==> src/rtl/counter_array_map.vh <==
// register addresses, field positions, reset values and timebase codes
`ifndef COUNTER_ARRAY_MAP_VH
`define COUNTER_ARRAY_MAP_VH

// register bus addresses, both on page zero
`define CA_PAGE 8'h00
`define CA_CONTROL_ADDR 8'hD8
`define CA_MODE_ADDR 8'hD9

// mode register fields
`define MODE_IDLE_HOLD 7
`define MODE_WD_ON 6
`define MODE_WD_LOCK 5
`define MODE_SEL_HI 3
`define MODE_SEL_LO 1
`define MODE_OVF_IRQ_EN 0
`define MODE_RESET 8'h40
`define MODE_WRITE_MASK 8'hEF

// control register fields
`define CTRL_OVF_FLAG 7
`define CTRL_RUN 6

// timebase select codes
`define SEL_DIV12 3'h0
`define SEL_DIV4 3'h1
`define SEL_TIMER0 3'h2
`define SEL_ECI_FALL 3'h3
`define SEL_SYSCLK 3'h4
`define SEL_EXT_DIV8 3'h5

// divider terminal counts
`define DIV12_LAST 4'hB
`define DIV4_LAST 2'h3
`define DIV8_LAST 3'h7

// counter limits
`define COUNT_MAX 16'hFFFF
`define COUNT_ZERO 16'h0000

`endif

==> src/rtl/timebase_tick.v <==
// timebase tick generator for the counter array
`timescale 1ns/100ps
`include "counter_array_map.vh"
module timebase_tick
(
    input wire clock_i,
    input wire rst_n_i,
    input wire [2:0] select_i,
    input wire timer0_ovf_i,
    input wire eci_sync_i,
    input wire ext_clk_sync_i,
    output reg tick_o
);

    reg [3:0] div12; // system clock / 12 prescaler
    reg [1:0] div4; // system clock / 4 prescaler
    reg [2:0] div8; // external clock edge counter
    reg eci_prev; // last synchronised count input
    reg ext_prev; // last synchronised external clock
    wire eci_fall; // high-to-low on count input
    wire ext_rise; // rising edge of external clock

    assign eci_fall = eci_prev & ~eci_sync_i;
    assign ext_rise = ext_clk_sync_i & ~ext_prev;

    // free-running system clock prescalers, external edge counter and edge history
    always @(posedge clock_i)
    begin
        if (!rst_n_i)
        begin
            div12 <= 4'h0;
            div4 <= 2'h0;
            div8 <= 3'h0;
            eci_prev <= 1'b1;
            ext_prev <= 1'b0;
        end
        else
        begin
            div12 <= (div12 == `DIV12_LAST) ? 4'h0 : div12 + 4'h1;
            div4 <= div4 + 2'h1;
            eci_prev <= eci_sync_i;
            ext_prev <= ext_clk_sync_i;
            // count only external edges
            if (ext_rise)
                div8 <= div8 + 3'h1;
        end
    end

    // one-cycle tick from the selected source
    always @(posedge clock_i)
    begin
        if (!rst_n_i)
            tick_o <= 1'b0;
        else
        begin
            case (select_i)
                `SEL_DIV12: tick_o <= (div12 == `DIV12_LAST);
                `SEL_DIV4: tick_o <= (div4 == `DIV4_LAST);
                `SEL_TIMER0: tick_o <= timer0_ovf_i;
                `SEL_ECI_FALL: tick_o <= eci_fall;
                `SEL_SYSCLK: tick_o <= 1'b1;
                `SEL_EXT_DIV8: tick_o <= ext_rise & (div8 == `DIV8_LAST);
                default: tick_o <= 1'b0; // unused codes stop the count
            endcase
        end
    end

endmodule // timebase_tick

==> src/rtl/counter_array_mode_control.v <==
// mode control, run control and 16-bit counter of the counter array
//
// Notes on behaviour
// idle_hold_ctl clear: count normally while idle
// idle_hold_ctl set: suspend counting during idle
// watchdog_on makes module 5 the watchdog
// watchdog_lock blocks clearing watchdog_on until reset
// watchdog_on set: other mode bits frozen
// codes 000/001/010: div12, div4, timer0
// code 011: count falling edges of input
// code 100 sysclk, 101 synced external/8
// overflow_irq_enable gates overflow flag onto interrupt
// wrap FFFF to 0000 sets sticky flag
// counter advances only while counter_run set
`timescale 1ns/100ps
`include "counter_array_map.vh"
module counter_array_mode_control
#(
    parameter COUNT_WIDTH = 16
)
(
    input wire clock_i,
    input wire rst_n_i,
    input wire [7:0] sfr_addr_i,
    input wire [7:0] sfr_page_i,
    input wire sfr_wr_i,
    input wire sfr_rd_i,
    input wire [7:0] sfr_wdata_i,
    output reg [7:0] sfr_rdata_o,
    input wire cpu_idle_i,
    input wire timer0_ovf_i,
    input wire external_count_input_i,
    input wire ext_clk_i,
    output wire irq_o,
    output wire watchdog_on_o,
    output reg [COUNT_WIDTH-1:0] count_o
);

    // registers
    reg [7:0] counter_array_mode; // mode register
    reg counter_overflow_flag; // sticky overflow flag
    reg counter_run; // run control

    // pin synchronisers
    reg eci_meta; // first stage, count input
    reg eci_sync; // second stage, count input
    reg ext_meta; // first stage, external clock
    reg ext_sync; // second stage, external clock

    // bus decode
    wire page_hit; // access is on page zero
    wire mode_wr; // write to the mode register
    wire ctrl_wr; // write to the control register
    wire mode_rd; // read of the mode register
    wire ctrl_rd; // read of the control register

    // counting
    wire tick; // timebase tick
    wire idle_stop; // idle hold in force
    wire advance; // counter steps this cycle
    wire wrap; // counter rolls over this cycle

    // next values
    reg [7:0] next_mode; // mode register after a write
    reg next_flag; // overflow flag next value

    // read views
    wire [7:0] ctrl_view; // control register read value
    wire [7:0] mode_view; // mode register read value

    // only page zero and the two addresses of this block answer
    // reads and writes are independent strobes; both may come at once
    assign page_hit = (sfr_page_i == `CA_PAGE);
    assign mode_wr = sfr_wr_i & page_hit & (sfr_addr_i == `CA_MODE_ADDR);
    assign ctrl_wr = sfr_wr_i & page_hit & (sfr_addr_i == `CA_CONTROL_ADDR);
    assign mode_rd = sfr_rd_i & page_hit & (sfr_addr_i == `CA_MODE_ADDR);
    assign ctrl_rd = sfr_rd_i & page_hit & (sfr_addr_i == `CA_CONTROL_ADDR);

    // two flip-flops ahead of any logic on the pins
    // the pins are not timed to this clock; only the second stage is read
    // reset levels are the idle pin levels, so no false edge follows reset
    always @(posedge clock_i)
    begin
        if (!rst_n_i)
        begin
            eci_meta <= 1'b1;
            eci_sync <= 1'b1;
            ext_meta <= 1'b0;
            ext_sync <= 1'b0;
        end
        else
        begin
            // count input, first then second stage
            eci_meta <= external_count_input_i;
            eci_sync <= eci_meta;
            // external clock, first then second stage
            ext_meta <= ext_clk_i;
            ext_sync <= ext_meta;
        end
    end

    // timebase source selection
    // the tick is registered, so a new source takes over one cycle late
    // and a tick already launched from the old source may still land once
    timebase_tick timebase_tick_inst
    (
        .clock_i(clock_i),
        .rst_n_i(rst_n_i),
        .select_i(counter_array_mode[`MODE_SEL_HI:`MODE_SEL_LO]),
        .timer0_ovf_i(timer0_ovf_i),
        .eci_sync_i(eci_sync),
        .ext_clk_sync_i(ext_sync),
        .tick_o(tick)
    );

    // mode register write filtering
    // bit 4 is unused; the mask keeps it zero on every write
    // the lock is applied after the data, so no write can slip past it
    always @*
    begin
        // default: the register keeps its contents
        next_mode = counter_array_mode;
        if (!counter_array_mode[`MODE_WD_ON])
        begin
            // watchdog off: all writable bits take the data
            next_mode = sfr_wdata_i & `MODE_WRITE_MASK;
        end
        else
        begin
            // watchdog on: only the enable bit may move
            next_mode[`MODE_WD_ON] = sfr_wdata_i[`MODE_WD_ON];
            // lock keeps the watchdog running
            if (counter_array_mode[`MODE_WD_LOCK])
                next_mode[`MODE_WD_ON] = 1'b1;
        end
    end

    // mode register; once watchdog_on is set, lock only falls with system reset
    // with watchdog_on clear, a mode register write can clear the lock bit
    always @(posedge clock_i)
    begin
        if (!rst_n_i)
            counter_array_mode <= `MODE_RESET;
        else if (mode_wr)
            counter_array_mode <= next_mode;
    end

    // watchdog function of module 5 follows the enable bit
    // module 5 itself lives outside; this block only grants it the role
    assign watchdog_on_o = counter_array_mode[`MODE_WD_ON];

    // idle hold only when the control bit asks for it
    // prescalers run on through idle; only the count step is held back
    // so a tick that falls inside idle is lost rather than delayed
    assign idle_stop = counter_array_mode[`MODE_IDLE_HOLD] & cpu_idle_i; // see R1
    assign advance = tick & counter_run & ~idle_stop;
    assign wrap = advance & (count_o == `COUNT_MAX);

    // the counter itself
    // it wraps on its own; the flag below records the wrap
    // a bus write never moves the count, only a qualified tick does
    always @(posedge clock_i)
    begin
        if (!rst_n_i)
            count_o <= `COUNT_ZERO;
        else if (advance)
            count_o <= count_o + {{(COUNT_WIDTH-1){1'b0}}, 1'b1};
    end

    // overflow flag: hardware set wins over a software clear
    // software may also set the flag by writing a one
    // the wrap test comes last, so a clear in the wrap cycle loses
    always @*
    begin
        // default: the flag keeps its state
        next_flag = counter_overflow_flag;
        if (ctrl_wr)
            next_flag = sfr_wdata_i[`CTRL_OVF_FLAG];
        if (wrap)
            next_flag = 1'b1;
    end

    // control register bits held here
    // the module flags of that register live elsewhere and read zero
    always @(posedge clock_i)
    begin
        if (!rst_n_i)
        begin
            counter_overflow_flag <= 1'b0;
            counter_run <= 1'b0;
        end
        else
        begin
            counter_overflow_flag <= next_flag;
            // run only moves on a write of the control register
            if (ctrl_wr)
                counter_run <= sfr_wdata_i[`CTRL_RUN];
        end
    end

    // interrupt request gated by the enable bit
    // a level request; it falls only when the flag or the enable clears
    assign irq_o = counter_overflow_flag & counter_array_mode[`MODE_OVF_IRQ_EN];

    // read views; unused bits read zero
    // views are built from the stored bits, never from the write data
    assign mode_view = counter_array_mode & `MODE_WRITE_MASK;
    assign ctrl_view = {counter_overflow_flag, counter_run, 6'h00};

    // registered read data, one cycle after the strobe
    // a read in the cycle of a write returns the old contents
    // the data stand until the next read strobe of any address
    always @(posedge clock_i)
    begin
        if (!rst_n_i)
            sfr_rdata_o <= 8'h00;
        else if (mode_rd)
            sfr_rdata_o <= mode_view;
        else if (ctrl_rd)
            sfr_rdata_o <= ctrl_view;
        else if (sfr_rd_i)
            sfr_rdata_o <= 8'h00; // unmapped address
    end

endmodule // counter_array_mode_control

==> config.mk <==
export PLATFORM = sky130hd
export DESIGN_NAME = counter_array_mode_control
export DESIGN_NICKNAME = d
export VERILOG_FILES = /design/src/rtl/timebase_tick.v /design/src/rtl/counter_array_mode_control.v
export VERILOG_INCLUDE_DIRS = /design/src /design/src/rtl
export SDC_FILE = /design/constraint.sdc
export NUM_CORES = 1
export LEC_CHECK = 0
export BUFFER_PORTS_ARGS = -buffer_cell sky130_fd_sc_hd__buf_2
export CAP_MARGIN = 20
export CORE_MARGIN = 4
export CORE_UTILIZATION = 55
export CTS_CLUSTER_SIZE = 30
export DETAILED_ROUTE_END_ITERATION = 8
export GPL_TIMING_DRIVEN = 0
export PLACE_DENSITY = 0.8
export SYNTH_ARGS = -nofsm -noshare
export SYNTH_HDL_FRONTEND = slang
export SYNTH_HIERARCHICAL = 1
export SYNTH_SLANG_ARGS = --single-unit
==> constraint.sdc <==
create_clock -name clock_i -period 2.6 [get_ports clock_i]
set_input_delay 0.13 -clock clock_i [delete_from_list [all_inputs] [get_ports clock_i]]
set_output_delay 0.13 -clock clock_i [all_outputs]
set_load 0.02 [all_outputs]
; After elaboration in Yosys (flattened, before gate mapping)
; Cells that the tools add are included.
[op_classes]
eq_ne = 11
muxes = 8
shift = 0
n_bitwise = 19
n_addsub = 4
div_mod_pow = 0
multipliers = 0
order_cmp = 0
n_reduce_logical = 6
[ops]
columns = operator, n
row1 = 8-bit 2-to-1 mux, 3
row2 = 16-bit by 1-bit adder with 16-bit output (second input constant), 1
row3 = 16-bit == test (second input constant), 1
row4 = 8-bit == test (second input constant), 2
row5 = 1-bit AND, 14
row6 = 3-bit == test (second input constant), 3
row7 = 8-bit zero test, 1
row8 = 3-bit by 2-bit == test with 1-bit output (second input constant), 2
row9 = 1-bit case mux with 6 select lines, 1
row10 = 1-bit NOT, 5
row11 = 4-bit by 1-bit adder with 4-bit output (second input constant), 1
row12 = 4-bit == test (second input constant), 1
row13 = 1-bit 2-to-1 mux, 4
row14 = 3-bit by 1-bit adder with 3-bit output (second input constant), 1
row15 = 3-bit by 1-bit == test with 1-bit output (second input constant), 1
row16 = 3-bit zero test, 1
row17 = 3-bit nonzero test, 1
row18 = 2-bit by 1-bit adder with 2-bit output (second input constant), 1
row19 = 2-bit == test (second input constant), 1
row20 = 2-bit AND reduction, 1
row21 = 2-bit nonzero test, 1
row22 = 2-bit OR reduction, 1
[totals]
ff_bits = 48
romBits = 0
inputBits = 32
mem_bits_rw = 0
n_memories = 0
word_cells = 64
latchBits = 0

; Depth between registers and ports, before layout
; Gate-level depths: netlist of run 1.
[logic_depth]
depth_word = 5
ltp_mapped = 6
depth_no_buf = 5

; Modules after synthesis
; Netlist of run 1, hierarchy kept.
[modules_own_cells]
columns = module, area_per_inst_um2, cells_each, instances
row1 = counter_array_mode_control, 1599.0, 184, 1
row2 = timebase_tick, 534.3, 50, 1

; Worst setup path after synthesis of run 1
; Ideal clock, no wire load.
[synth_path]
path_type = flip-flop to flip-flop
from = register count_o[0]
to = register count_o[15]
path_slack_ns = 0.832
t_required_ns = 2.530
synth_period_minus_slack_ns = 1.768
t_arrival_ns = 1.698
setup_ns = 0.070
path_stages_with_launch = 6
cell_sequence = dfxtp_1 > nand3_1 > or3_1 > buf_6 > or4_1 > a21oi_1
[synth_between]
elab_chain_cells = 1
[synth_rtl]
columns = item, line
row1 = start: declaration, counter_array_mode_control.v:36  ; output reg [COUNT_WIDTH-1:0] count_o
row2 = start signal: assignment, counter_array_mode_control.v:165  ; count_o <= `COUNT_ZERO;
row3 = start signal: assignment, counter_array_mode_control.v:167  ; count_o <= count_o + {{(COUNT_WIDTH-1){1'b0}}, 1'b1};
row4 = 16-bit by 1-bit adder with 16-bit output, counter_array_mode_control.v:167
; No other way between the ends.
; A chain may end at the register's enable or synchronous reset.

; Worst setup path after layout of run 1
[layout_path]
from = register count_o[3]
to = register count_o[15]
; The elaborated chain is that of the path after synthesis.

==> summary.txt, run 1 <==
Outcome
  – Run status: finished, final reports clean

Floorplanning
  – Vert. Die Dim: ~70 um
  – IO Count: 58
  – Die Width: approximately 70 um
  – Initial Util: between 50% and 60%
  – Core ar.: ~0.0037 mm^2
  – FP Rows: 22
  – Total die area: about 0.0049 mm^2

Clocking
  – Cts bufs inserted: 5
  – Number of H-tree levels: 2
  – Worst skew pair latency: about 0.3 ns
  – Longest Clk Path Bufs: 2
  – Clock transition at path regs: around 0.090 ns
  – Post-cts resize count: 0
  – CTS root buf: clkbuf_8
  – Clock sink total: between 40 and 50
  – Post-CTS Hold Buffers: 0
  – CTS tree: built
  – Total setup buffers inserted after CTS: 0

Final layout
  – Diode count: 0
  – Final net count: around 330
  – Layout cell share with drive strength beyond 1: 27.0%
  – Area grow syn2layout: 20.7%

Drt
  – 1st-pass router iterations: 4
  – Drt wl/cell: around 13 um
  – Starting DRT DRC Count: 110
  – Detailed Route WL: 4.60 mm
  – ANT nets after route: 0
  – Avg Vias per Cell: 5.52
  – Via count: 1898
  – Number of remaining DRC errors: 0

Place
  – Port bufs: between 50 and 60
  – Post-DP HPWL: 3.42 mm
  – GPL Wtd Cong: about 0.77

Setup path
  – CP Launch Point: count_o[3]
  – Reg-to-Reg Start: count_o[3]
  – WP data arrival: roughly 2.0 ns
  – Cell Chain, Critical Path: and3_1 > nand4_1 > clkbuf_1 > or4_1 > a21oi_1
  – WS Path Type: reg -> reg
  – CP max FO: 10
  – CP endpoint kind: flop
  – R2r setup slk: a little over 0.8 ns
  – Crit path required time: approximately 2.8 ns
  – Setup crit start kind: flop
  – CP peak stage delay: slightly above 0.5 ns
  – R2R depth: 5
  – CP max-delay cell: or4_1

Timing
  – Final Critical Period: approximately 1.8 ns
  – RSZ-0062 raised after global routing: false
  – Final critical-path share of the clock period: around two thirds
  – Achievable Freq: around 560 MHz
  – Final setup violation count: 0
  – Final Hold Fails: 0
  – Setup TNS: 0 ns
  – Worst slew margin: 65.3%
  – Transition time of the tightest slew-check pin: approximately 0.52 ns
  – Max Slew Vio Count: 0
  – Setup Skew: approximately 0.011 ns

Yosys
  – YS warnings: 6
  – Top cells by area, synth: dfxtp_1 (45%), a21oi_1 (5.4%), nand4_1 (3.8%)
  – Yosys reg bits: between 40 and 50
  – Count leader, synth: dfxtp_1
  – Post-synth EDFFs: 0
  – Main synth FF type: dfxtp_1
  – Post-Syn Area: roughly 0.0021 mm^2
  – Synth area leader: dfxtp_1
  – Post-synth top area share: between 40% and 50%
  – Async SR Flop Fraction: 0%
  – Post-synth top cells: dfxtp_1 (48), a21oi_1 (23), nand3_1 (16), nand4_1 (13), nor2_1 (12)
  – Mean Syn Cell Area: roughly 9.1 um^2
  – Net count after synthesis: 271
  – Post-Synthesis Cells: roughly 230
  – Cell variety after synth: 45
  – Post-synthesis sequential area ratio: a little under half

Min path
  – Worst min path class: in -> reg
  – HP Start: external_count_input_i
  – Hold Path Stages: 2

Run
  – Max-Cap Viols: 0

GRT
  – Initial antenna violation count: 0
  – Largest net degree at the start of global routing: 16
  – Total track usage: about a fifth
  – Remaining Overflow, GRT: 0
  – First-pass GRT wire length: ~7.6 mm
  – Vias in the first global route: between 1500 and 2000

Power
  – Power Total: between 1 and 1.5 mW
  – Peak supply drop: 390 uV
  – PwrDens: ~530 mW/mm^2
  – Pleak: between 1 and 1.5 nW
==> through the flow <==
step	util, %	cell area (um^2)	hold WS [ns]	setup WS [ns]	cells
floorplan	-	2130	0.202	0.832	234
global placement	66.3	2460	0.314	0.840	336
detailed placement	66.3	2460	0.316	0.851	336
CTS	69.3	2570	0.00814	0.832	344
global route	69.3	2570	0.0140	0.687	344
finish	69.3	2570	0.0156	0.828	344
==> final timing paths <==
check / end
setup / recovery: count_o[15]
hold / removal: eci_meta
setup reg to reg: count_o[15]
hold reg to reg: eci_sync
==> placed cells by master (no fill, tap or decap), drive strengths merged, types with 2 or more instances in the layout <==
master  instances
a21bo           2
a21oi          23
and2           10
and3            3
and3b           2
and4            2
buf            58
clkbuf         12
dfxtp          48
ha              5
inv             2
mux2            2
mux2i           3
nand2          11
nand2b         11
nand3          16
nand4          13
nor2           12
nor2b           6
nor3b           3
nor4            3
nor4b           2
o21a            2
o21ai          11
o31ai           6
or3             4
or4             6
xnor2           3
xor2            4
==> registers in the layout (all words and copies together) (netlist names) <==
name,count
ext_sync,1
timebase_tick_inst/div4,2
eci_sync,1
counter_run,1
sfr_rdata_o,7
timebase_tick_inst/ext_prev,1
counter_array_mode,7
timebase_tick_inst/tick_o,1
timebase_tick_inst/div8,3
eci_meta,1
count_o,16
timebase_tick_inst/eci_prev,1
ext_meta,1
counter_overflow_flag,1
timebase_tick_inst/div12,4
==> kinds of logic after synthesis <==
group	share of synthesized area [%]
other	0.176
multiplexers	2.46
AND/OR/NAND/NOR	30.4
AO/OA/AOI/OAI	13.2
buffers and inverters	2.93
flip-flops	45.0
adder cells (fa/ha/maj)	2.93
XOR/XNOR	2.87
==> power by group <==
group | leakage [nW] | total (mW) | internal [mW] | switching (mW)
Clock | 0.0541 | 0.531 | 0.285 | 0.247
Combinational | 0.618 | 0.0726 | 0.0362 | 0.0365
Sequential | 0.389 | 0.752 | 0.746 | 0.00631
==> layout make-up <==
type,count,area (um^2)
Multi-Input combinational cell,173,1110
Inverter,2,7.51
Timing Repair Buffer,54,270
Clock inverter,3,42.5
Buffer,11,55.1
Clock buffer,5,68.8
Fill cell,354,1140
Sequential cell,48,961
Tap cell,48,60.1
==> worst max-delay path, delay by kind of cell, from the launching register on <==
kind	cells	cell delay [ns]
AND/OR/NAND/NOR	3	0.89
flip-flops	1	0.42
buffers and inverters	1	0.25
AO/OA/AOI/OAI	1	0.14
==> metal layers <==
metal	up-vias	part of all wire, %	track usage (%)
met5	-	0	0
met4	0	1.8	7.02
met3	10	7.3	4.75
met2	58	44	29.5
met1	853	47	25.1
li1	977	-	-
Note: power is estimated with default switching activity, not from simulation.
==> run 2, diff against run 1 <==
- CORE_UTILIZATION: 55 -> 52
- PLACE_DENSITY: 0.8 -> 0.76
- clock period: 2.6 -> 1.85 ns (I/O delays scaled with it)
==> run 2 against run 1 <==
- wire length rose by 0.43%
- final cell count rose by 0.87%
- non-clock buffer count rose by 1
- power rose by 39%
- worst hold slack got worse by 0.011 ns
- clock power rose by 37%
- clock-buffer cell count rose by 1
- worst setup slack got worse by 0.71 ns
- first-iteration DRC count fell by 16%
==> summary.txt, run 2 (synthesis results as in run 1) <==
Outcome
  – Run status: finished, final reports clean

GRT
  – Remaining Overflow, GRT: 0 (unchanged)
  – Largest net degree at the start of global routing: 15 (-1)
  – Total track usage: 18.2% (-0.69 points)
  – First-pass GRT wire length: 7.69 mm (+1.1%)
  – Initial antenna violation count: 0 (unchanged)
  – Vias in the first global route: 1751 (+3.2%)

Floorplanning
  – Total die area: 0.00519 mm^2 (+5.1%)
  – Initial Util: 53.7% (-3.7 points)
  – Core ar.: 0.00397 mm^2 (+6.9%)
  – IO Count: 58 (unchanged)
  – Vert. Die Dim: 72.1 um (+2.5%)
  – Die Width: 72.1 um (+2.5%)
  – FP Rows: 23 (+4.5%)

Clocking
  – Number of H-tree levels: 2 (unchanged)
  – Total setup buffers inserted after CTS: 0 (unchanged)
  – Worst skew pair latency: 0.29 ns (about the same)
  – Cts bufs inserted: 5 (unchanged)
  – Clock transition at path regs: 0.08 ns (about the same)
  – Clock sink total: 48 (unchanged)
  – CTS tree: built
  – CTS root buf: clkbuf_8
  – Longest Clk Path Bufs: 2 (unchanged)

Setup path
  – CP max FO: 10 (unchanged)
  – Setup crit start kind: flop
  – CP endpoint kind: flop
  – WS Path Type: reg -> reg
  – CP max-delay cell: or4_1
  – WP buf/inv: 1 (unchanged)
  – Cell family with the largest share of critical-path delay: simple AND/OR/NAND/NOR gates
  – Crit path required time: 2.07 ns (-0.77 ns)
  – Cell Chain, Critical Path: and3_1 > nand4_1 > buf_2 > or4_1 > a21oi_1
  – WP data arrival: 1.95 ns (-0.06 ns)
  – CP peak stage delay: 0.48 ns (-0.03 ns)

Place
  – Post-DP HPWL: 3.45 mm (+1.0%)
  – Port bufs: 54 (unchanged)
  – GPL Wtd Cong: 0.746 (-3.4%)

Timing
  – Achievable Freq: 577 MHz (+2.3%)
  – Setup TNS: 0 ns (unchanged)
  – Final setup violation count: 0 (unchanged)
  – Max Slew Vio Count: 0 (unchanged)
  – Setup Skew: 0.00814 ns (-0.00293 ns)
  – Final Critical Period: 1.73 ns (-0.0392 ns)
  – Transition time of the tightest slew-check pin: 0.506 ns (-0.0138 ns)
  – Smallest hold slack: 0.00454 ns (-0.0110 ns)
  – Final critical-path share of the clock period: 93.7% (+26 points)
  – Worst slew margin: 66.2% (+0.92 points)
  – Final Hold Fails: 0 (unchanged)

Drt
  – Starting DRT DRC Count: 92 (-16%)
  – Avg Vias per Cell: 5.56 (+0.81%)
  – ANT nets after route: 0 (unchanged)
  – Drt wl/cell: 13.3 um (-0.43%)
  – Number of remaining DRC errors: 0 (unchanged)
  – Detailed Route WL: 4.62 mm (+0.43%)
  – 1st-pass router iterations: 4 (unchanged)
  – Via count: 1930 (+1.7%)

Final layout
  – Number of flip-flops in the largest register: 16 (unchanged)
  – Most frequent cells in the layout: buf_2 (57), dfxtp_1 (46), a21oi_1 (23), nand3_1 (16), nand4_1 (13)
  – Most common cell after layout, fill and taps aside: buf_2
  – Most flop-heavy register: count_o
  – Top flop regs: count_o (16), counter_array_mode (7), sfr_rdata_o (7)
  – Filler Cell Count: 353 (-0.28%)
  – Area of the multi-input gates: 0.00111 mm^2 (unchanged)
  – Final net count: 333 (+0.30%)
  – Diode count: 0 (unchanged)
  – Layout cell share with drive strength beyond 1: 27.6% (+0.58 points)
  – Area grow syn2layout: 21.3%
  – FF+latch area: 963 um^2 (+0.26%)

Power
  – Pleak: 1.07 nW (+0.69%)
  – PwrDens: 730 mW/mm^2 (+39%)
  – Peak supply drop: 470 uV (+21%)

Run
  – Max-Cap Viols: 0 (unchanged)

Min path
  – Worst min path class: in -> reg
==> run 2: changes by cell type in the layout (fill, tap and decap cells not counted), sizes merged <==
cell | previous run | this run
buf | 58 | 59
dlygate4sd3 | 0 | 1
clkinvlp | 1 | 0
==> run 2: layer usage <==
layer / track usage (%) / wire [um] / vias to the layer above
li1: - / - / 967
met4: 5.01 / 53 / 0
met1: 24.6 / 2230 / 896
met5: 0 / 0 / -
met3: 4.29 / 294 / 7
met2: 29.3 / 2040 / 60
==> run 2: worst paths after layout <==
check | start | to | slack (ns) | cells after the start
worst max register to register | count_o[4] | count_o[14] | 0.12 | 5
worst max-delay path | count_o[4] | count_o[14] | 0.12 | 5
worst min-delay path | ext_clk_i | ext_meta | 0.005 | 2
worst min register to register | eci_meta | eci_sync | 0.42 | 1
==> run 2: metrics by stage <==
step / instance area [um^2] / total power, mW / std cells / setup slack, ns / utilization (%)
2_1_floorplan: 2130 / 1.13 / 234 / 0.0820 / -
3_3_place_gp: 2470 / 1.18 / 338 / 0.0976 / 62.1
3_5_place_dp: 2470 / 1.18 / 338 / 0.0793 / 62.1
4_1_cts: 2580 / 1.91 / 347 / 0.0514 / 65.1
5_1_grt: 2590 / 1.97 / 347 / -0.00230 / 65.2
6_report: 2590 / 1.89 / 347 / 0.117 / 65.2
==> run 2: repair_timing <==
item / in CTS / in global routing
endpoints found under the hold margin: 1 / 0
hold buffers: 1 / 0
setup endpoints to repair: 0 / 4
resized for setup: 0 / 5
==> run 2: layout make-up <==
type / instances / share of cell area (%)
Buffer: 11 / 2.18
Clock buffer: 6 / 2.80
Clock inverter: 2 / 1.35
Inverter: 2 / 0.290
Multi-Input combinational cell: 173 / 42.9
Sequential cell: 48 / 37.2
Tap cell: 50 / 2.42
Timing Repair Buffer: 55 / 10.8
==> run 2: where the power goes <==
group          total, mW  switching, mW  internal [mW]
Clock              0.730          0.328          0.401
Sequential          1.06        0.00845           1.05
Combinational      0.103         0.0509         0.0516
